--- src/pkg/sdm_defines.svh ---
// Constants of the surround-disturb self-test sequencer.
// Assumes one clock domain and an AXI4-Lite register port.
`ifndef SDM_DEFINES_SVH
`define SDM_DEFINES_SVH

// Geometry: fast column, slow row, bank
`define SDM_COL_W        3
`define SDM_ROW_W        3
`define SDM_BANK_W       1
`define SDM_ADDR_W       7
`define SDM_DATA_W       8
`define SDM_HAS_BANK     1'b1
`define SDM_SLOTS_BANK   4'h8
`define SDM_SLOTS_NOBANK 4'h7

// Read repeat end count: two reads
`define SDM_REP_END      1'b1
`define SDM_IB_LAST      2'h3
`define SDM_WSTEP_LAST   3'h7

`define SDM_ZERO         8'h00
`define SDM_ONES         8'hff
`define SDM_ODD_EN       8'haa
`define SDM_EVEN_EN      8'h55

// Register map, byte addresses
`define SDM_AXI_AW       8
`define SDM_OFF_CTRL     8'h00
`define SDM_OFF_STATUS   8'h04
`define SDM_OFF_IRQ_STAT 8'h08
`define SDM_OFF_IRQ_MASK 8'h0c
`define SDM_OFF_FAIL_ADR 8'h10

`define SDM_CTRL_START   0
`define SDM_CTRL_EXT     1
`define SDM_ST_BUSY      0
`define SDM_ST_FAIL      1
`define SDM_ST_EXT       2
`define SDM_IRQ_DONE     0
`define SDM_IRQ_FAIL     1

`define SDM_RESP_OKAY    2'b00
`define SDM_RESP_SLVERR  2'b10

`endif

--- src/pkg/sdm_pkg.sv ---
// Types of the surround-disturb self-test sequencer.
// Assumes sdm_defines.svh on the include path.
`include "sdm_defines.svh"

package sdm_pkg;

    typedef enum logic [1:0] {
        SDM_OP_NOP,
        SDM_OP_WRITE,
        SDM_OP_READ
    } sdm_op_t;

    typedef enum logic [3:0] {
        SDM_S_IDLE,
        SDM_S_BG,
        SDM_S_OFFSET,
        SDM_S_AW1,
        SDM_S_RH1,
        SDM_S_AW2,
        SDM_S_RH2,
        SDM_S_MOVE,
        SDM_S_BANK,
        SDM_S_WE,
        SDM_S_LK_FILL,
        SDM_S_LK_TGT,
        SDM_S_LK_RD1,
        SDM_S_LK_RD2,
        SDM_S_DONE
    } sdm_state_t;

    typedef struct packed {
        sdm_op_t                 op;
        logic                    gwe;
        logic [`SDM_DATA_W-1:0]  bwe;
        logic [`SDM_DATA_W-1:0]  data;
    } sdm_step_t;

endpackage

--- src/rtl/sdm_addr_field.sv ---
// One address field counter: clear, load, increment, decrement.
// Assumes the caller never raises inc and dec together.
`timescale 1ns/1ps

module sdm_addr_field #(
    parameter int W = 3
) (
    // Clock and reset
    input  wire logic         clock,
    input  wire logic         rst_n,
    // Control
    input  wire logic         clr,
    input  wire logic         ld,
    input  wire logic [W-1:0] ld_val,
    input  wire logic         inc,
    input  wire logic         dec,
    // State
    output logic      [W-1:0] val_q,
    output logic      [W-1:0] nxt,
    output logic              at_max,
    output logic              carry
);

    assign at_max = &val_q;
    assign carry  = inc & at_max;
    assign nxt    = clr ? '0 :
                    ld  ? ld_val :
                    inc ? W'(val_q + 1'b1) :
                    dec ? W'(val_q - 1'b1) : val_q;

    always_ff @(posedge clock or negedge rst_n) begin
        if (!rst_n) begin
            val_q <= '0;
        end else begin
            val_q <= nxt;
        end
    end

endmodule

--- src/rtl/sdm_seq.sv ---
// Surround-disturb self-test sequencer, AXI4-Lite registers.
// Assumes a synchronous SRAM on the same clock, read data one cycle
// after the sampled request.
//
// Our own choices: the placing of the registers and register access over AXI4-Lite.
`timescale 1ns/1ps

// Summary of operation
// - Home reads repeat twice.
// - Data registers start zero.
// - Fast carry feeds slow field.
// - Background writes every cell.
// - Offset decrements away row, column.
// - Away write one, inverse, slow step.
// - Home read one compares, repeats.
// - Away write two, inverse, fast step.
// - Inner loop inverts address, data, both.
// - Move home, copy to away.
// - Next bank, copy to away.
// - Rerun once with data inverted.
// - Eight slots with bank, else seven.
// - Read-modify-write as read, write.
// - Write, blocked write, read back.
// - Opposite odd/even, bit/global enables.
// - Lone target value in column, both.
// - Target read twice back to back.
module sdm_seq (
    // Clock and reset
    input  wire logic                   clock,
    input  wire logic                   rst_n,
    // AXI4-Lite write address and data
    input  wire logic [`SDM_AXI_AW-1:0] s_axi_awaddr,
    input  wire logic                   s_axi_awvalid,
    output logic                        s_axi_awready,
    input  wire logic [31:0]            s_axi_wdata,
    input  wire logic [3:0]             s_axi_wstrb,
    input  wire logic                   s_axi_wvalid,
    output logic                        s_axi_wready,
    // AXI4-Lite write response
    output logic [1:0]                  s_axi_bresp,
    output logic                        s_axi_bvalid,
    input  wire logic                   s_axi_bready,
    // AXI4-Lite read
    input  wire logic [`SDM_AXI_AW-1:0] s_axi_araddr,
    input  wire logic                   s_axi_arvalid,
    output logic                        s_axi_arready,
    output logic [31:0]                 s_axi_rdata,
    output logic [1:0]                  s_axi_rresp,
    output logic                        s_axi_rvalid,
    input  wire logic                   s_axi_rready,
    // Interrupt
    output logic                        irq,
    // Memory under test
    output logic                        mem_ce,
    output logic                        mem_we,
    output logic [`SDM_DATA_W-1:0]      mem_bwe,
    output logic [`SDM_ADDR_W-1:0]      mem_addr,
    output logic [`SDM_DATA_W-1:0]      mem_wdata,
    input  wire logic [`SDM_DATA_W-1:0] mem_rdata
);
    import sdm_pkg::*;

    // Write-enable stimulus at address zero
    function automatic sdm_step_t we_step(input logic [2:0] idx);
        sdm_step_t s;
        s = '{SDM_OP_NOP, 1'b0, `SDM_ZERO, `SDM_ZERO};
        case (idx)
            3'h0: s = '{SDM_OP_WRITE, 1'b1, `SDM_ONES, `SDM_ZERO};
            3'h1: s = '{SDM_OP_WRITE, 1'b0, `SDM_ZERO, `SDM_ONES};
            3'h2: s = '{SDM_OP_READ, 1'b0, `SDM_ZERO, `SDM_ZERO};
            3'h3: s = '{SDM_OP_WRITE, 1'b1, `SDM_EVEN_EN, `SDM_ONES};
            3'h4: s = '{SDM_OP_READ, 1'b0, `SDM_ZERO, `SDM_EVEN_EN};
            3'h5: s = '{SDM_OP_WRITE, 1'b1, `SDM_ODD_EN, `SDM_ONES};
            3'h6: s = '{SDM_OP_WRITE, 1'b0, `SDM_ONES, `SDM_ZERO};
            3'h7: s = '{SDM_OP_READ, 1'b0, `SDM_ZERO, `SDM_ONES};
            default: s = '{SDM_OP_NOP, 1'b0, `SDM_ZERO, `SDM_ZERO};
        endcase
        return s;
    endfunction

    // Register bus state
    logic                   aw_have_q, w_have_q;
    logic [`SDM_AXI_AW-1:0] awaddr_q;
    logic [31:0]            wdata_q;
    logic [3:0]             wstrb_q;
    logic                   ext_q;
    logic [1:0]             irq_stat_q, irq_mask_q;
    logic [`SDM_ADDR_W-1:0] fail_adr_q;
    logic                   fail_q;

    // Sequencer state
    sdm_state_t             st_q, st_d;
    logic                   rep_q, rep_d;
    logic [1:0]             ib_q, ib_d;
    logic                   outer_q, outer_d;
    logic [2:0]             wstep_q, wstep_d;
    logic                   lpol_q, lpol_d;

    // Compare pipeline
    logic                   cmp1_q, cmp2_q;
    logic [`SDM_DATA_W-1:0] exp1_q, exp2_q;
    logic [`SDM_ADDR_W-1:0] adr2_q;

    // Per-state controls
    sdm_op_t                m_op;
    logic                   m_away, m_gwe, done_ev;
    logic [`SDM_DATA_W-1:0] m_bwe, m_wdata, m_exp;
    logic                   hc_inc, hr_inc, hb_inc;
    logic                   a_ld, ac_inc, ac_dec, ar_inc, ar_dec;
    sdm_step_t              wst;

    // Address fields
    logic [`SDM_COL_W-1:0]  hcol, hcol_n, acol;
    logic [`SDM_ROW_W-1:0]  hrow, hrow_n, arow;
    logic [`SDM_BANK_W-1:0] hbank;
    logic                   hcol_max, hrow_max, hbank_max, hcol_cy;

    // Bus decode
    wire aw_hs     = s_axi_awvalid & s_axi_awready;
    wire w_hs      = s_axi_wvalid & s_axi_wready;
    wire wr_commit = aw_have_q & w_have_q & ~s_axi_bvalid;
    wire ar_hs     = s_axi_arvalid & s_axi_arready;
    wire wr_lane0  = wr_commit & wstrb_q[0];
    wire wr_ctrl   = wr_lane0 & (awaddr_q == `SDM_OFF_CTRL);
    wire wr_istat  = wr_lane0 & (awaddr_q == `SDM_OFF_IRQ_STAT);
    wire wr_imask  = wr_lane0 & (awaddr_q == `SDM_OFF_IRQ_MASK);
    wire wr_hit    = (awaddr_q == `SDM_OFF_CTRL) |
                     (awaddr_q == `SDM_OFF_STATUS) |
                     (awaddr_q == `SDM_OFF_IRQ_STAT) |
                     (awaddr_q == `SDM_OFF_IRQ_MASK) |
                     (awaddr_q == `SDM_OFF_FAIL_ADR);
    wire idle      = (st_q == SDM_S_IDLE);
    wire start     = wr_ctrl & wdata_q[`SDM_CTRL_START] & idle;
    wire busy      = ~idle;
    wire [3:0] slots = `SDM_HAS_BANK ? `SDM_SLOTS_BANK
                                     : `SDM_SLOTS_NOBANK;

    wire rd_ctrl   = (s_axi_araddr == `SDM_OFF_CTRL);
    wire rd_stat   = (s_axi_araddr == `SDM_OFF_STATUS);
    wire rd_istat  = (s_axi_araddr == `SDM_OFF_IRQ_STAT);
    wire rd_imask  = (s_axi_araddr == `SDM_OFF_IRQ_MASK);
    wire rd_fadr   = (s_axi_araddr == `SDM_OFF_FAIL_ADR);
    wire rd_hit    = rd_ctrl | rd_stat | rd_istat | rd_imask | rd_fadr;
    wire [31:0] rd_val =
        rd_ctrl  ? {30'h0, ext_q, 1'b0} :
        rd_stat  ? {24'h0, slots, 1'b0, ext_q, fail_q, busy} :
        rd_istat ? {30'h0, irq_stat_q} :
        rd_imask ? {30'h0, irq_mask_q} :
        rd_fadr  ? {25'h0, fail_adr_q} : 32'h0;

    // Data register and address choices
    wire [`SDM_DATA_W-1:0] dreg = outer_q ? `SDM_ONES : `SDM_ZERO;
    wire [`SDM_DATA_W-1:0] away_d = ib_q[1] ? dreg : ~dreg;
    wire [`SDM_DATA_W-1:0] lk_fill = lpol_q ? `SDM_ONES : `SDM_ZERO;
    wire home_end = hcol_max & hrow_max;
    wire [`SDM_ADDR_W-1:0] home_adr = {hbank, hrow, hcol};
    wire [`SDM_ADDR_W-1:0] away_adr = {hbank, arow, acol};
    wire mismatch = cmp2_q & (mem_rdata != exp2_q);
    wire [1:0] irq_ev = {mismatch, done_ev};
    assign wst = we_step(wstep_q);

    // Home register, fast carry into slow
    sdm_addr_field #(.W(`SDM_COL_W)) u_hcol (
        .clock(clock), .rst_n(rst_n), .clr(start), .ld(1'b0),
        .ld_val('0), .inc(hc_inc), .dec(1'b0), .val_q(hcol),
        .nxt(hcol_n), .at_max(hcol_max), .carry(hcol_cy));
    sdm_addr_field #(.W(`SDM_ROW_W)) u_hrow (
        .clock(clock), .rst_n(rst_n), .clr(start), .ld(1'b0),
        .ld_val('0), .inc(hcol_cy | hr_inc), .dec(1'b0), .val_q(hrow),
        .nxt(hrow_n), .at_max(hrow_max), .carry());
    sdm_addr_field #(.W(`SDM_BANK_W)) u_hbank (
        .clock(clock), .rst_n(rst_n), .clr(start), .ld(1'b0),
        .ld_val('0), .inc(hb_inc), .dec(1'b0), .val_q(hbank),
        .nxt(), .at_max(hbank_max), .carry());
    // Away register, loaded from home next
    sdm_addr_field #(.W(`SDM_COL_W)) u_acol (
        .clock(clock), .rst_n(rst_n), .clr(start), .ld(a_ld),
        .ld_val(hcol_n), .inc(ac_inc), .dec(ac_dec), .val_q(acol),
        .nxt(), .at_max(), .carry());
    sdm_addr_field #(.W(`SDM_ROW_W)) u_arow (
        .clock(clock), .rst_n(rst_n), .clr(start), .ld(a_ld),
        .ld_val(hrow_n), .inc(ar_inc), .dec(ar_dec), .val_q(arow),
        .nxt(), .at_max(), .carry());

    // Instruction sequencing
    always_comb begin
        st_d = st_q;
        rep_d = rep_q;
        ib_d = ib_q;
        outer_d = outer_q;
        wstep_d = wstep_q;
        lpol_d = lpol_q;
        m_op = SDM_OP_NOP;
        m_away = 1'b0;
        m_gwe = 1'b0;
        m_bwe = `SDM_ZERO;
        m_wdata = `SDM_ZERO;
        m_exp = dreg;
        {hc_inc, hr_inc, hb_inc} = 3'b000;
        {a_ld, ac_inc, ac_dec, ar_inc, ar_dec} = 5'b00000;
        done_ev = 1'b0;
        case (st_q)
            SDM_S_IDLE: begin
                if (start) begin
                    st_d = SDM_S_BG;
                    rep_d = 1'b0;
                    ib_d = 2'h0;
                    outer_d = 1'b0;
                    wstep_d = 3'h0;
                    lpol_d = 1'b0;
                end
            end
            SDM_S_BG: begin
                m_op = SDM_OP_WRITE;
                m_gwe = 1'b1;
                m_bwe = `SDM_ONES;
                m_wdata = dreg;
                hc_inc = 1'b1;
                if (home_end) begin
                    st_d = SDM_S_OFFSET;
                end
            end
            SDM_S_OFFSET: begin
                {ac_dec, ar_dec} = 2'b11;
                st_d = SDM_S_AW1;
            end
            SDM_S_AW1, SDM_S_AW2: begin
                m_op = SDM_OP_WRITE;
                m_away = 1'b1;
                m_gwe = 1'b1;
                m_bwe = `SDM_ONES;
                m_wdata = away_d;
                if (st_q == SDM_S_AW1) begin
                    {ar_dec, ar_inc} = {ib_q[0], ~ib_q[0]};
                    st_d = SDM_S_RH1;
                end else begin
                    {ac_dec, ac_inc} = {ib_q[0], ~ib_q[0]};
                    st_d = SDM_S_RH2;
                end
            end
            SDM_S_RH1: begin
                m_op = SDM_OP_READ;
                if (rep_q == `SDM_REP_END) begin
                    rep_d = 1'b0;
                    st_d = SDM_S_AW2;
                end else begin
                    rep_d = 1'b1;
                    st_d = SDM_S_AW1;
                end
            end
            SDM_S_RH2: begin
                m_op = SDM_OP_READ;
                if (rep_q != `SDM_REP_END) begin
                    rep_d = 1'b1;
                    st_d = SDM_S_AW2;
                end else if (ib_q == `SDM_IB_LAST) begin
                    rep_d = 1'b0;
                    ib_d = 2'h0;
                    st_d = SDM_S_MOVE;
                end else begin
                    rep_d = 1'b0;
                    ib_d = 2'(ib_q + 1'b1);
                    st_d = SDM_S_AW1;
                end
            end
            SDM_S_MOVE, SDM_S_BANK: begin
                a_ld = 1'b1;
                hc_inc = (st_q == SDM_S_MOVE);
                hb_inc = (st_q == SDM_S_BANK);
                if (st_q == SDM_S_MOVE && !home_end) begin
                    st_d = SDM_S_OFFSET;
                end else if (st_q == SDM_S_MOVE && `SDM_HAS_BANK) begin
                    st_d = SDM_S_BANK;
                end else if (st_q == SDM_S_BANK && !hbank_max) begin
                    st_d = SDM_S_BG;
                end else if (!outer_q) begin
                    outer_d = 1'b1;
                    st_d = SDM_S_BG;
                end else begin
                    st_d = ext_q ? SDM_S_WE : SDM_S_DONE;
                end
            end
            SDM_S_WE: begin
                m_op = wst.op;
                m_gwe = wst.gwe;
                m_bwe = wst.bwe;
                m_wdata = wst.data;
                m_exp = wst.data;
                wstep_d = 3'(wstep_q + 1'b1);
                if (wstep_q == `SDM_WSTEP_LAST) begin
                    st_d = SDM_S_LK_FILL;
                end
            end
            SDM_S_LK_FILL: begin
                m_op = SDM_OP_WRITE;
                m_gwe = 1'b1;
                m_bwe = `SDM_ONES;
                m_wdata = lk_fill;
                hr_inc = 1'b1;
                if (hrow_max) begin
                    st_d = SDM_S_LK_TGT;
                end
            end
            SDM_S_LK_TGT: begin
                m_op = SDM_OP_WRITE;
                m_gwe = 1'b1;
                m_bwe = `SDM_ONES;
                m_wdata = ~lk_fill;
                st_d = SDM_S_LK_RD1;
            end
            SDM_S_LK_RD1: begin
                m_op = SDM_OP_READ;
                m_exp = ~lk_fill;
                st_d = SDM_S_LK_RD2;
            end
            SDM_S_LK_RD2: begin
                m_op = SDM_OP_READ;
                m_exp = ~lk_fill;
                lpol_d = 1'b1;
                st_d = lpol_q ? SDM_S_DONE : SDM_S_LK_FILL;
            end
            SDM_S_DONE: begin
                if (!cmp1_q && !cmp2_q) begin
                    done_ev = 1'b1;
                    st_d = SDM_S_IDLE;
                end
            end
            default: st_d = SDM_S_IDLE;
        endcase
    end

    always_ff @(posedge clock or negedge rst_n) begin
        if (!rst_n) begin
            st_q <= SDM_S_IDLE;
            rep_q <= 1'b0;
            ib_q <= 2'h0;
            outer_q <= 1'b0;
            wstep_q <= 3'h0;
            lpol_q <= 1'b0;
        end else begin
            st_q <= st_d;
            rep_q <= rep_d;
            ib_q <= ib_d;
            outer_q <= outer_d;
            wstep_q <= wstep_d;
            lpol_q <= lpol_d;
        end
    end

    // Memory request register; no read-modify-write at this port
    always_ff @(posedge clock or negedge rst_n) begin
        if (!rst_n) begin
            mem_ce <= 1'b0;
            mem_we <= 1'b0;
            mem_bwe <= `SDM_ZERO;
            mem_addr <= '0;
            mem_wdata <= `SDM_ZERO;
        end else begin
            mem_ce <= (m_op != SDM_OP_NOP);
            mem_we <= m_gwe;
            mem_bwe <= m_bwe;
            mem_addr <= m_away ? away_adr : home_adr;
            mem_wdata <= m_wdata;
        end
    end

    // Compare two cycles after read issue
    always_ff @(posedge clock or negedge rst_n) begin
        if (!rst_n) begin
            cmp1_q <= 1'b0;
            cmp2_q <= 1'b0;
            exp1_q <= `SDM_ZERO;
            exp2_q <= `SDM_ZERO;
            adr2_q <= '0;
        end else begin
            cmp1_q <= (m_op == SDM_OP_READ);
            exp1_q <= m_exp;
            cmp2_q <= cmp1_q;
            exp2_q <= exp1_q;
            adr2_q <= mem_addr;
        end
    end

    // Sticky fail flag and first failing address
    always_ff @(posedge clock or negedge rst_n) begin
        if (!rst_n) begin
            fail_q <= 1'b0;
            fail_adr_q <= '0;
        end else begin
            fail_q <= mismatch | (fail_q & ~start);
            if (mismatch && !fail_q) begin
                fail_adr_q <= adr2_q;
            end
        end
    end

    // Control, interrupt status and mask
    always_ff @(posedge clock or negedge rst_n) begin
        if (!rst_n) begin
            ext_q <= 1'b0;
            irq_stat_q <= 2'b00;
            irq_mask_q <= 2'b00;
            irq <= 1'b0;
        end else begin
            if (wr_ctrl) begin
                ext_q <= wdata_q[`SDM_CTRL_EXT];
            end
            if (wr_imask) begin
                irq_mask_q <= wdata_q[1:0];
            end
            irq_stat_q <= irq_ev |
                          (irq_stat_q & ~({2{wr_istat}} & wdata_q[1:0]));
            irq <= |(irq_stat_q & irq_mask_q);
        end
    end

    // AXI4-Lite write channel
    always_ff @(posedge clock or negedge rst_n) begin
        if (!rst_n) begin
            aw_have_q <= 1'b0;
            w_have_q <= 1'b0;
            awaddr_q <= '0;
            wdata_q <= 32'h0;
            wstrb_q <= 4'h0;
            s_axi_awready <= 1'b1;
            s_axi_wready <= 1'b1;
            s_axi_bvalid <= 1'b0;
            s_axi_bresp <= `SDM_RESP_OKAY;
        end else begin
            if (aw_hs) begin
                aw_have_q <= 1'b1;
                awaddr_q <= {s_axi_awaddr[`SDM_AXI_AW-1:2], 2'b00};
                s_axi_awready <= 1'b0;
            end
            if (w_hs) begin
                w_have_q <= 1'b1;
                wdata_q <= s_axi_wdata;
                wstrb_q <= s_axi_wstrb;
                s_axi_wready <= 1'b0;
            end
            if (wr_commit) begin
                aw_have_q <= 1'b0;
                w_have_q <= 1'b0;
                s_axi_awready <= 1'b1;
                s_axi_wready <= 1'b1;
                s_axi_bvalid <= 1'b1;
                s_axi_bresp <= wr_hit ? `SDM_RESP_OKAY : `SDM_RESP_SLVERR;
            end else if (s_axi_bvalid && s_axi_bready) begin
                s_axi_bvalid <= 1'b0;
            end
        end
    end

    // AXI4-Lite read channel
    always_ff @(posedge clock or negedge rst_n) begin
        if (!rst_n) begin
            s_axi_arready <= 1'b1;
            s_axi_rvalid <= 1'b0;
            s_axi_rdata <= 32'h0;
            s_axi_rresp <= `SDM_RESP_OKAY;
        end else if (ar_hs) begin
            s_axi_arready <= 1'b0;
            s_axi_rvalid <= 1'b1;
            s_axi_rdata <= rd_val;
            s_axi_rresp <= rd_hit ? `SDM_RESP_OKAY : `SDM_RESP_SLVERR;
        end else if (s_axi_rvalid && s_axi_rready) begin
            s_axi_rvalid <= 1'b0;
            s_axi_arready <= 1'b1;
        end
    end

endmodule

--- config.mk ---
export PLATFORM = sky130hd
export DESIGN_NAME = sdm_seq
export DESIGN_NICKNAME = d
export VERILOG_FILES = /design/src/pkg/sdm_pkg.sv /design/src/rtl/sdm_addr_field.sv /design/src/rtl/sdm_seq.sv
export VERILOG_INCLUDE_DIRS = /design/src /design/src/pkg
export SDC_FILE = /design/constraint.sdc
export NUM_CORES = 1
export LEC_CHECK = 0
export BUFFER_PORTS_ARGS = -buffer_cell sky130_fd_sc_hd__buf_2
export CAP_MARGIN = 5
export CORE_MARGIN = 8
export CORE_UTILIZATION = 53
export DETAILED_ROUTE_END_ITERATION = 8
export PLACE_DENSITY = 0.89
export SLEW_MARGIN = 5
export SYNTH_ARGS = -nofsm -noshare
export SYNTH_HDL_FRONTEND = slang
export SYNTH_HIERARCHICAL = 1
export SYNTH_SLANG_ARGS = --single-unit
--- constraint.sdc ---
create_clock -name clock -period 3.61 [get_ports clock]
set_input_delay 0.361 -clock clock [delete_from_list [all_inputs] [get_ports clock]]
set_output_delay 0.361 -clock clock [all_outputs]
set_load 0.03 [all_outputs]
==> run metrics <==
NumNets Final=665; post-route clock period utilization=76.2%; setup TNS=0 ns; CTS hold repair buffers=0; worst-case headroom to the max-slew limit=26.2%; worst path arrival time=2.99 ns; maximum capacitance violations=0; total iterations of the first detailed-routing run=5; post-layout util=60.1%; post-cts repair resize count=0; initial standard-cell utilization of the core=53.6%; Setup-failing EPs final=0; Ports=134; number of cells in the design after placement=between 600 and 700; area enclosed by the die boundary=between 0.01 and 0.015 mm^2; cell area after layout=0.00545 mm^2; highest fanout seen on the critical path=18; buffer cell driving the clock tree root=sky130_fd_sc_hd__clkbuf_8; total power after layout=4.19 mW; element type at the critical path start=flop; highest achievable clock rate=364 MHz; min cycle time layout=2.75 ns; number of antenna cells inserted=0; Hold Path Sink=s_axi_wready$_DFFE_PN1P_; critical path class=flop to flop; DR WL/cell=15.4 um; overflow left after global routing=0; number of buffers inserted by post-CTS setup repair=0; CP endpoint kind=flop; Longest Clk Path Bufs=2; number of input and output port buffers inserted=72; mean area per synthesized cell=10.1 um^2; minimum setup slack in the final design=about 0.86 ns; CTS tree=built; hold violation total from the final report=0; worst-skew pair later-pin latency=around 0.37 ns; largest vdd supply drop=0.000279 V; critical hold path startpoint=s_axi_wvalid; number of antenna violations at the first check in global routing=0; Netlist Area Pre-Place=0.00486 mm^2; Pwr per Cell Area=about 770 mW/mm^2; final non-filler cell total=695; total length of routed wires=10700 um; via count of the first global-routing pass=3845; pin count of the biggest net entering global routing=92; yosys warns=6; setup repair after global routing missed its margin=false; global-route wire length before repair=18000 um; final-report max-slew violation count=0; layout overhead on the synthesized area=12.0%; worst slack at placement=0.899 ns; Worst Reg-to-Reg Cells=9; status=completed; global placer's final weighted congestion=0.885; Worst-Margin Slew=approximately 1.1 ns; number of violations reported at the end of detailed-routing iteration 0=269; worst endpoint required time=3.85 ns; worst clock skew=0.0113 ns; worst hold stages=2; Die Ht=112 um; via count normalized by instance count=5.34; final HPWL from detailed placement=about 8000 um; total number of placement rows=35; Die Width=112 um; level count of the clock H-tree=3; Clock Sink Count=91; fill cell total of the finished layout=728; Cell Area, Placed=0.00526 mm^2; final routed DRC violation total=0; leakage power=2.66 nW; Total GRT Usage=17.4%; number of routed nets with antenna violations=0; clock-pin slew on the worst setup and hold paths=roughly 0.10 ns; class of the tightest hold or removal check=input pin to flop; clock buffer count from CTS=9; fraction of final layout cells sized beyond drive strength 1=approximately a quarter; Core Region=0.00906 mm^2; reg2reg end=u_arow/val_q[1]$_DFF_PN0_; cell count after synthesis=483; startpoint of the worst-slack reg-to-reg timing path=st_q[1]$_DFFE_PN0P_; slack of the worst reg-to-reg path=approximately 0.86 ns; vias after detailed routing=3711; hold slack final=0.155 ns
-- state kept, by name, summed over array words and instances (netlist names), 2 cells and up --
register      flops
s_axi_rdata       8
adr2_q            7
fail_adr_q        7
mem_addr          7
awaddr_q          6
st_q              4
u_acol/val_q      3
u_arow/val_q      3
u_hcol/val_q      3
u_hrow/val_q      3
wstep_q           3
exp1_q            2
exp2_q            2
ib_q              2
irq_mask_q        2
irq_stat_q        2
mem_bwe           2
mem_wdata         2
wdata_q           2
-- layout by cell type, fill, tap and decap left out, types with 3 or more instances in the layout --
cell and n:
sky130_fd_sc_hd__mux2_2 29, sky130_fd_sc_hd__dfstp_2 3, sky130_fd_sc_hd__mux2i_1 6, sky130_fd_sc_hd__o22ai_1 6, sky130_fd_sc_hd__o21ai_1 4, sky130_fd_sc_hd__ha_1 19
sky130_fd_sc_hd__a31oi_1 4, sky130_fd_sc_hd__nand3_1 12, sky130_fd_sc_hd__dfrtp_1 88, sky130_fd_sc_hd__inv_1 25, sky130_fd_sc_hd__o41ai_1 4, sky130_fd_sc_hd__buf_4 6
sky130_fd_sc_hd__a21o_1 8, sky130_fd_sc_hd__clkbuf_8 9, sky130_fd_sc_hd__nand2b_1 11, sky130_fd_sc_hd__o211ai_1 4, sky130_fd_sc_hd__buf_2 71, sky130_fd_sc_hd__nand3b_1 6
sky130_fd_sc_hd__nor3_1 13, sky130_fd_sc_hd__nand2_1 46, sky130_fd_sc_hd__conb_1 62, sky130_fd_sc_hd__a22o_1 5, sky130_fd_sc_hd__and3b_1 3, sky130_fd_sc_hd__or3b_1 4
sky130_fd_sc_hd__nor2_1 29, sky130_fd_sc_hd__o21ai_0 24, sky130_fd_sc_hd__or2_2 4, sky130_fd_sc_hd__a21oi_1 23, sky130_fd_sc_hd__nor2b_1 11
-- worst max-delay path: stages (launching register included) --
cell and delay, ns:
sky130_fd_sc_hd__dfrtp_1 0.40, sky130_fd_sc_hd__or2_1 0.34, sky130_fd_sc_hd__or3_4 0.39, sky130_fd_sc_hd__or4_4 0.57, sky130_fd_sc_hd__inv_1 0.44, sky130_fd_sc_hd__nor2_1 0.07
sky130_fd_sc_hd__o21ai_0 0.09, sky130_fd_sc_hd__o22ai_1 0.12, sky130_fd_sc_hd__nand2_1 0.10, sky130_fd_sc_hd__o22ai_1 0.09
-- how the worst max path moves through the flow --
stage	startpoint	slack, ns	end	cells past startpoint
after floorplan	st_q[0]$_DFFE_PN0P_	1.02	u_acol/val_q[1]$_DFF_PN0_	12
after global placement	st_q[1]$_DFFE_PN0P_	0.97	u_arow/val_q[1]$_DFF_PN0_	9
after detailed placement	st_q[1]$_DFFE_PN0P_	0.90	u_arow/val_q[1]$_DFF_PN0_	9
after CTS	st_q[1]$_DFFE_PN0P_	0.88	u_arow/val_q[1]$_DFF_PN0_	9
after global routing	st_q[1]$_DFFE_PN0P_	0.68	u_arow/val_q[1]$_DFF_PN0_	9
final	st_q[1]$_DFFE_PN0P_	0.86	u_arow/val_q[1]$_DFF_PN0_	9
-- final cells by class --
class | count | area, um^2 | area share [%]
clock buffer | 9 | 124 | 2.27
inverter | 25 | 93.8 | 1.72
clock inverter | 7 | 60.1 | 1.10
multi-input combinational | 375 | 2350 | 43.1
timing repair buffer | 77 | 400 | 7.35
sequential | 91 | 2280 | 41.9
tap | 111 | 139 | 2.55
-- per-layer routing --
metal	global-route usage [%]	routed length (um)	vias to the layer above
li1	-	-	1776
met1	19.2	4230	1791
met2	30.0	5580	123
met3	4.82	680	21
met4	9.21	241	0
met5	0	0	-
-- where the power goes --
part / switching, mW / internal [mW] / total, mW
Combinational: 1.11 / 0.687 / 1.80
Clock: 0.400 / 0.263 / 0.663
Sequential: 0.311 / 1.41 / 1.72
Note: power is estimated with default switching activity, not from simulation.
